## src/hdl/vsync_pkg.sv

```systemverilog
// constants for the vertical sync pulse generator
// assumes one 20 MHz clock and a sync level already cut by the analog slicer
// How it works
// (RQ1) the integrator charges only while the inverted sync level is active
// (RQ2) the integrator feeds a lower comparator and a default comparator at once
// (RQ3) line sync and equalising pulses are too short to reach the lower threshold
// (RQ4) each serration falling edge samples the lower comparator into the sample flop
// (RQ5) the sample flop sets the vertical latch through an or gate
// (RQ6) the set latch runs the oscillator and clocks the field parity flop
// (RQ7) a divide by eight on the oscillator clears the latch after eight cycles
// (RQ8) the latch is the vertical output, lasting eight oscillator cycles plus eight more for each set that lands on a pulse end
// (RQ9) oscillator period and charge rate are configuration parameters
// (RQ10) an integrator that never passes the lower threshold gives no vertical pulse
// (RQ11) a latch cleared early may be set again by a later serration edge
// (RQ12) the source holds each vertical sync pulse for at least 85% of a half line
// (RQ13) composite sync output reproduces the sliced sync level with video removed
// (RQ14) reaching the default threshold without a serration sets the latch
// (RQ15) a default pulse ended early is retriggered by the sync interval trailing edge
// (RQ16) the integrator is a saturating counter cleared outside sync
package vsync_pkg;
    // ***************************************
    // widths
    // ***************************************
    localparam int INTEG_W   = 16;
    localparam int OSC_W     = 16;
    localparam int DIV_W     = 3;
    localparam logic [DIV_W-1:0] DIV_LAST = 3'h7;   // eight oscillator cycles
    localparam int DIV_COUNT = 8;
    localparam logic [INTEG_W-1:0] INTEG_MAX = 16'hFFFF;

    // ***************************************
    // timing
    // ***************************************
    localparam int CLK_PERIOD_NS    = 50;
    localparam int LOWER_TIME_NS    = 20000;
    localparam int DEFAULT_TIME_NS  = 65000;
    localparam int VPULSE_TIME_NS   = 230000;
    localparam int LOWER_CYC   = (LOWER_TIME_NS + CLK_PERIOD_NS - 1) / CLK_PERIOD_NS;
    localparam int DEFAULT_CYC = (DEFAULT_TIME_NS + CLK_PERIOD_NS - 1) / CLK_PERIOD_NS;
    localparam int OSC_CYC     = VPULSE_TIME_NS / (CLK_PERIOD_NS * DIV_COUNT);

    localparam logic [INTEG_W-1:0] LOWER_THRESHOLD_DEF   = INTEG_W'(LOWER_CYC);
    localparam logic [INTEG_W-1:0] DEFAULT_THRESHOLD_DEF = INTEG_W'(DEFAULT_CYC);
    localparam logic [INTEG_W-1:0] CHARGE_STEP_DEF       = 16'h0001;
    localparam logic [OSC_W-1:0]   OSC_PERIOD_DEF        = OSC_W'(OSC_CYC);
endpackage

```

## src/hdl/vsync_gen.sv

```systemverilog
// vertical sync pulse generator with composite sync output
// assumes sync_tip_in is high while the clamped input sits near the sync tip
module vsync_gen #(
    parameter logic [vsync_pkg::INTEG_W-1:0] LOWER_THRESHOLD   = vsync_pkg::LOWER_THRESHOLD_DEF,
    parameter logic [vsync_pkg::INTEG_W-1:0] DEFAULT_THRESHOLD =
        vsync_pkg::DEFAULT_THRESHOLD_DEF,
    parameter logic [vsync_pkg::INTEG_W-1:0] CHARGE_STEP       = vsync_pkg::CHARGE_STEP_DEF,
    parameter logic [vsync_pkg::OSC_W-1:0]   OSC_PERIOD        = vsync_pkg::OSC_PERIOD_DEF
) (
    input  wire logic clk,
    input  wire logic rst_n,
    input  wire logic sync_tip_in,
    output logic      csync,
    output logic      vsync,
    output logic      field_parity
);
    import vsync_pkg::*;

    logic                 sync_act_r;
    logic                 sync_prev_r;
    logic [INTEG_W-1:0]   integ_r;
    logic                 lower_hit;
    logic                 default_hit;
    logic                 default_prev_r;
    logic                 default_rise_r;
    logic                 sample_r;
    logic                 set_req;
    logic                 vsync_r;
    logic [OSC_W-1:0]     osc_cnt_r;
    logic [DIV_W-1:0]     div_r;
    logic                 osc_tick;
    logic                 pulse_end;
    logic                 parity_r;
    logic                 sync_fall;

    // ***************************************
    // input and composite sync
    // ***************************************
    pin_sync3 u_sync (
        .clk     (clk),
        .rst_n   (rst_n),
        .pin_in  (sync_tip_in),
        .level_r (sync_act_r)
    );

    assign csync = sync_act_r;  // [RQ13]

    always_ff @(posedge clk or negedge rst_n) begin
        if (!rst_n) begin
            sync_prev_r <= 1'b0;
        end else begin
            sync_prev_r <= sync_act_r;
        end
    end

    assign sync_fall = sync_prev_r && !sync_act_r;

    // ***************************************
    // integrator
    // ***************************************
    always_ff @(posedge clk or negedge rst_n) begin
        if (!rst_n) begin
            integ_r <= '0;
        end else if (!sync_act_r) begin
            integ_r <= '0;                            // [RQ16]
        end else if (integ_r > INTEG_MAX - CHARGE_STEP) begin
            integ_r <= INTEG_MAX;                     // [RQ16]
        end else begin
            integ_r <= integ_r + CHARGE_STEP;         // [RQ1] [RQ9]
        end
    end

    // thresholds sit above line and equalising pulse lengths [RQ3]
    assign lower_hit   = (integ_r >= LOWER_THRESHOLD);    // [RQ2]
    assign default_hit = (integ_r >= DEFAULT_THRESHOLD);  // [RQ2]

    // ***************************************
    // sample flop and default edge
    // ***************************************
    always_ff @(posedge clk or negedge rst_n) begin
        if (!rst_n) begin
            sample_r <= 1'b0;
        end else begin
            sample_r <= sync_fall && lower_hit;       // [RQ4] [RQ10] [RQ15]
        end
    end

    always_ff @(posedge clk or negedge rst_n) begin
        if (!rst_n) begin
            default_prev_r <= 1'b0;
            default_rise_r <= 1'b0;
        end else begin
            default_prev_r <= default_hit;
            default_rise_r <= default_hit && !default_prev_r;  // [RQ14]
        end
    end

    assign set_req = sample_r || default_rise_r;      // [RQ5] [RQ14]

    // ***************************************
    // oscillator and divide by eight
    // ***************************************
    assign osc_tick  = vsync_r && (osc_cnt_r == OSC_PERIOD - 16'h0001);
    assign pulse_end = osc_tick && (div_r == DIV_LAST);

    always_ff @(posedge clk or negedge rst_n) begin
        if (!rst_n) begin
            osc_cnt_r <= '0;
            div_r     <= '0;
        end else if (!vsync_r || (pulse_end && set_req)) begin
            osc_cnt_r <= '0;                          // [RQ6]
            div_r     <= '0;
        end else if (osc_tick) begin
            osc_cnt_r <= '0;
            div_r     <= div_r + 3'h1;                // [RQ7]
        end else begin
            osc_cnt_r <= osc_cnt_r + 16'h0001;        // [RQ9]
        end
    end

    // ***************************************
    // set/reset latch
    // ***************************************
    always_ff @(posedge clk or negedge rst_n) begin
        if (!rst_n) begin
            vsync_r <= 1'b0;
        end else if (set_req && (!vsync_r || pulse_end)) begin
            vsync_r <= 1'b1;                          // [RQ5] [RQ11]
        end else if (pulse_end) begin
            vsync_r <= 1'b0;                          // [RQ7] [RQ8]
        end
    end

    assign vsync = vsync_r;  // [RQ8]

    // field parity flop clocked by latch set
    always_ff @(posedge clk or negedge rst_n) begin
        if (!rst_n) begin
            parity_r <= 1'b0;
        end else if (set_req && !vsync_r) begin
            parity_r <= ~parity_r;                    // [RQ6]
        end
    end

    assign field_parity = parity_r;

    // ***************************************
    // checks
    // ***************************************
    logic [INTEG_W-1:0] pw_r;

    always_ff @(posedge clk or negedge rst_n) begin
        if (!rst_n) begin
            pw_r <= '0;
        end else if (!vsync_r || (pulse_end && set_req)) begin
            pw_r <= '0;
        end else begin
            pw_r <= pw_r + 16'h0001;
        end
    end

    property p_integ_clear;
        @(posedge clk) disable iff (!rst_n) !sync_act_r |=> integ_r == '0;
    endproperty
    a_integ_clear: assert property (p_integ_clear) else $error("integrator not cleared"); // [RQ16]

    property p_integ_grow;
        @(posedge clk) disable iff (!rst_n)
            sync_act_r && integ_r <= INTEG_MAX - CHARGE_STEP
            |=> integ_r == $past(integ_r) + CHARGE_STEP;
    endproperty
    a_integ_grow: assert property (p_integ_grow) else $error("integrator did not charge"); // [RQ1]

    property p_sample;
        @(posedge clk) disable iff (!rst_n) sync_fall && lower_hit |=> sample_r;
    endproperty
    a_sample: assert property (p_sample) else $error("serration edge not sampled"); // [RQ4]

    property p_no_pulse;
        @(posedge clk) disable iff (!rst_n)
            sync_fall && !lower_hit && !default_rise_r && !vsync_r |=> ##1 !vsync_r;
    endproperty
    a_no_pulse: assert property (p_no_pulse) else $error("pulse without threshold"); // [RQ10]

    property p_set;
        @(posedge clk) disable iff (!rst_n) sample_r |=> vsync_r;
    endproperty
    a_set: assert property (p_set) else $error("latch not set by sample"); // [RQ5]

    property p_default;
        @(posedge clk) disable iff (!rst_n) default_rise_r |=> vsync_r;
    endproperty
    a_default: assert property (p_default) else $error("default pulse missing"); // [RQ14]

    property p_width;
        @(posedge clk) disable iff (!rst_n)
            $fell(vsync_r) |-> $past(pw_r) == 8 * OSC_PERIOD - 1;
    endproperty
    a_width: assert property (p_width) else $error("vertical pulse width wrong"); // [RQ8]

    property p_parity;
        @(posedge clk) disable iff (!rst_n) $rose(vsync_r) |-> parity_r != $past(parity_r);
    endproperty
    a_parity: assert property (p_parity) else $error("parity flop not clocked"); // [RQ6]

    property p_osc_idle;
        @(posedge clk) disable iff (!rst_n)
            !vsync_r ##1 !vsync_r |-> osc_cnt_r == '0 && div_r == '0;
    endproperty
    a_osc_idle: assert property (p_osc_idle) else $error("oscillator runs while idle"); // [RQ7]

    property p_cov_serr;
        @(posedge clk) disable iff (!rst_n) sample_r ##1 vsync_r;
    endproperty
    c_cov_serr: cover property (p_cov_serr);

    property p_cov_default;
        @(posedge clk) disable iff (!rst_n) default_rise_r ##1 vsync_r;
    endproperty
    c_cov_default: cover property (p_cov_default);

    property p_cov_retrig;
        @(posedge clk) disable iff (!rst_n) $fell(vsync_r) ##[1:1000] $rose(vsync_r);
    endproperty
    c_cov_retrig: cover property (p_cov_retrig);
endmodule

```

## src/hdl/pin_sync3.sv

```systemverilog
// three flop input synchroniser with agreement filter
// assumes an asynchronous level input
module pin_sync3 (
    input  wire logic clk,
    input  wire logic rst_n,
    input  wire logic pin_in,
    output logic      level_r
);
    logic s1_r;
    logic s2_r;
    logic s3_r;

    // ***************************************
    // chain
    // ***************************************
    always_ff @(posedge clk or negedge rst_n) begin
        if (!rst_n) begin
            s1_r <= 1'b0;
            s2_r <= 1'b0;
            s3_r <= 1'b0;
        end else begin
            s1_r <= pin_in;
            s2_r <= s1_r;
            s3_r <= s2_r;
        end
    end

    // change counts once second and third agree
    always_ff @(posedge clk or negedge rst_n) begin
        if (!rst_n) begin
            level_r <= 1'b0;
        end else if (s2_r == s3_r) begin
            level_r <= s3_r;
        end
    end
endmodule

```

## config.mk

```make
export PLATFORM = sky130hd
export DESIGN_NAME = vsync_gen
export DESIGN_NICKNAME = d
export VERILOG_FILES = /design/src/hdl/vsync_pkg.sv /design/src/hdl/vsync_gen.sv /design/src/hdl/pin_sync3.sv
export SDC_FILE = /design/constraint.sdc
export NUM_CORES = 1
export LEC_CHECK = 0
export BUFFER_PORTS_ARGS = -buffer_cell sky130_fd_sc_hd__buf_2
export CAP_MARGIN = 0
export CORE_MARGIN = 10
export CORE_UTILIZATION = 53
export CTS_CLUSTER_SIZE = 40
export DETAILED_ROUTE_END_ITERATION = 7
export GPL_TIMING_DRIVEN = 0
export PLACE_DENSITY = 0.68
export SETUP_SLACK_MARGIN = 0.15
export SYNTH_ARGS = -nofsm -noshare
export SYNTH_HDL_FRONTEND = slang
export SYNTH_HIERARCHICAL = 1
export SYNTH_SLANG_ARGS = --single-unit
```

## constraint.sdc

```tcl
create_clock -name clk -period 2.4 [get_ports clk]
set_clock_uncertainty 0.15 [all_clocks]
set_input_delay 0.24 -clock clk [delete_from_list [all_inputs] [get_ports clk]]
set_output_delay 0.24 -clock clk [all_outputs]
set_load 0.01 [all_outputs]
```

==> run metrics <==
worst-margin pin slew 0.9663 ns; layout cells sized above 1 roughly 9.7%; crit-path cells inv_1 -> ha_1 -> nor4bb_1 -> nand4_1 -> or3b_1 -> a21boi_0; VDD IR-drop max approximately 0.0005 V; element type at the critical path start flip-flop; Leakage between 0.9 and 1 nW; Internal ~1.1 mW; Die X about 84 µm; DRT iter0 DRCs about 100; Final Cycle Share between 80% and 90%; maxcap violations 0; Synth top area share between 50% and 60%; routing usage on met2 20.21%; Mapped Cells 212; ys flop type dfrtp_1; most frequent cell after synthesis dfrtp_1; Via Count roughly 1.6k; status finished, final reports clean; RSZ-0062 raised after global routing false; ys async rst share 100.0%; post-route insts no fill about 280; initial antenna violation count 0; Sw Share a little over a fifth; CP max stage delay about 0.44 ns; first-pass GRT wire length ~6900 µm; Synth-to-Final Area Change 10.68%; Synth Warn # 6; area of the die 0.007018 mm²; Num CTS Buffers 5; unique cell type count in the Yosys netlist 34; gr usage total 11.50%; Die H around 84 µm; sequential area share after synthesis between 50% and 60%; switching pwr between 0.3 and 0.4 mW; drt via density around 5.6; Crit. End Element flip-flop; Seq pwr share a little over half; fmax between 400 and 500 MHz; Worst EP required about 2.5 ns; # IOs 6; Remaining DRCs 0; Post-Syn Area per Cell about 10 µm²; Post-synth top cells dfrtp_1 (45), nor2_1 (22), nand2_1 (18), xnor2_1 (17), a21oi_1 (16); Tot Pwr 1.434 mW; Netlist Area Pre-Place 0.002156 mm²; relative slew slack between 30% and 40%; r2r setup slk 0.38 ns; Post-Route Utilization 60.08%; met3 Use GR under 10%; CTS max path bufs 2; drt total wl around 3800 µm; Power Dens Cells roughly 600 mW/mm²; Final Hold Vio Count 0; port buffer count 5; HPWL Detailed between 2000 and 3000 µm; Synth area leader dfrtp_1; worst slack at placement approximately 0.34 ns; Sinks on Clock Net 45; hold_ws between 0.2 and 0.25 ns; Skew-Pair Late Insertion Delay roughly 0.30 ns; setup TNS 0 ns; Clk pwr share about two fifths; CTS root buf clkbuf_8; Inst Count DP between 200 and 300; fin crit period slightly above 2 ns; met1 Usage GRT between 10% and 20%; largest cells by area after synthesis dfrtp_1 (52%), xnor2_1 (6.9%), ha_1 (4.1%); number of global-route vias before repair around 1.6k; Slew Limit Fails 0; Finished Cell Area between 0.002 and 0.0025 mm²; GRT overflow 0; WL/cell 13.83 µm; Core Region slightly below 0.004 mm²; CP Buf/Inv Count 1; antenna violation net count after detailed routing 0; drt pass-1 iters 4; CP top delay family simple AND/OR/NAND/NOR gates; Post-Syn Nets approximately 220; H-Tree Level Count 2; kind of critical path flip-flop to flip-flop; Initial Utilization between 50% and 60%; Top Registers integ_r: 16 flops, osc_cnt_r: 16 flops, div_r: 3 flops; CTS tree yes; Clk pin slew, worst setup/hold paths 0.09 ns; Arr. time, crit path ~2.1 ns; NumNets Final ~240; largest net degree at the start of global routing 46; Placed Area about 0.0022 mm²; most crowded layer after global routing met2; CP max-delay cell or3b_1; routability-driven placement congestion ratio around 0.85; antenna diode count 0; # rows 23; Hold Path Class flip-flop to flip-flop; final setup vio count 0; #FFs+latches synth 45; Logic pwr share under 10%; Final Worst Setup Slack 0.3805 ns; number of synthesized flops with an enable pin 0; CP Max Fanout 8
## power by group through the flow
stage / combinational [mW] / sequential, mW / clock, mW
2_1_floorplan: 0.0278 / 0.799 / 0
3_3_place_gp: 0.0520 / 0.801 / 0
3_5_place_dp: 0.0548 / 0.802 / 0
4_1_cts: 0.0577 / 0.787 / 0.610
5_1_grt: 0.0646 / 0.790 / 0.644
6_report: 0.0561 / 0.788 / 0.590
## repair_timing
item / CTS / global route
endpoints found under the setup margin: 0 / 10
endpoints found under the hold margin: 46 / 0
hold buffers: 2 / 0
setup buffers: 0 / 0
resized for setup: 0 / 1
## worst paths after layout
check / cells past startpoint / start / to
setup / recovery: 6 / osc_cnt_r[0]$_DFF_PN0_ / div_r[0]$_DFFE_PN0P_
hold / removal: 0 / u_sync/s1_r$_DFF_PN0_ / u_sync/s2_r$_DFF_PN0_
setup reg to reg: 6 / osc_cnt_r[0]$_DFF_PN0_ / div_r[0]$_DFFE_PN0P_
hold reg to reg: 0 / u_sync/s1_r$_DFF_PN0_ / u_sync/s2_r$_DFF_PN0_
max in group asynchronous: 2 / rst_n / integ_r[13]$_DFF_PN0_
min in group asynchronous: 2 / rst_n / osc_cnt_r[2]$_DFF_PN0_
## final cells by class
| cell class | count | area (µm²) |
|---|---|---|
| tap | 50 | 62.56 |
| timing repair buffer | 7 | 45.04 |
| fill | 328 | 1585 |
| multi-input combinational | 156 | 989.7 |
| sequential | 45 | 1126 |
| inverter | 7 | 26.28 |
| clock buffer | 6 | 82.58 |
| clock inverter | 2 | 37.54 |
| buffer | 4 | 16.27 |
## layer usage
layer  routed length, µm  vias to the layer above
li1                    -                      767
met1                1651                      768
met2                1979                       20
met3                 115                        7
met4                  83                        0
met5                   0                        -
## cell usage in the layout (no fill, tap or decap), types with 2 or more instances in the layout
| master | netlist | layout |
|---|---|---|
| and3_1 | 3 | 3 |
| a21boi_0 | 3 | 3 |
| a21oi_1 | 16 | 16 |
| nand4_1 | 9 | 9 |
| clkbuf_8 | 0 | 6 |
| xnor2_1 | 17 | 17 |
| xor2_1 | 10 | 10 |
| o21ai_0 | 6 | 6 |
| nor2_1 | 22 | 22 |
| clkbuf_1 | 3 | 3 |
| dlygate4sd3_1 | 0 | 2 |
| inv_1 | 6 | 6 |
| buf_2 | 1 | 6 |
| nor3_1 | 9 | 9 |
| dfrtp_1 | 45 | 45 |
| nand3_1 | 10 | 10 |
| or2_2 | 2 | 2 |
| nor4_1 | 9 | 9 |
| nand2_1 | 18 | 17 |
| ha_1 | 7 | 7 |
## cells by family (layout without fill, tap and decap cells)
logic type	Yosys count	after routing	share of synthesized area, %
fa+ha+maj	8	8	4.585
flops	45	45	52.23
buf+inv	11	26	1.973
xor+xnor	27	27	10.97
simple gates	94	94	23.27
compound gates	27	27	6.965
No activity file was read; power rests on OpenSTA's default activity.
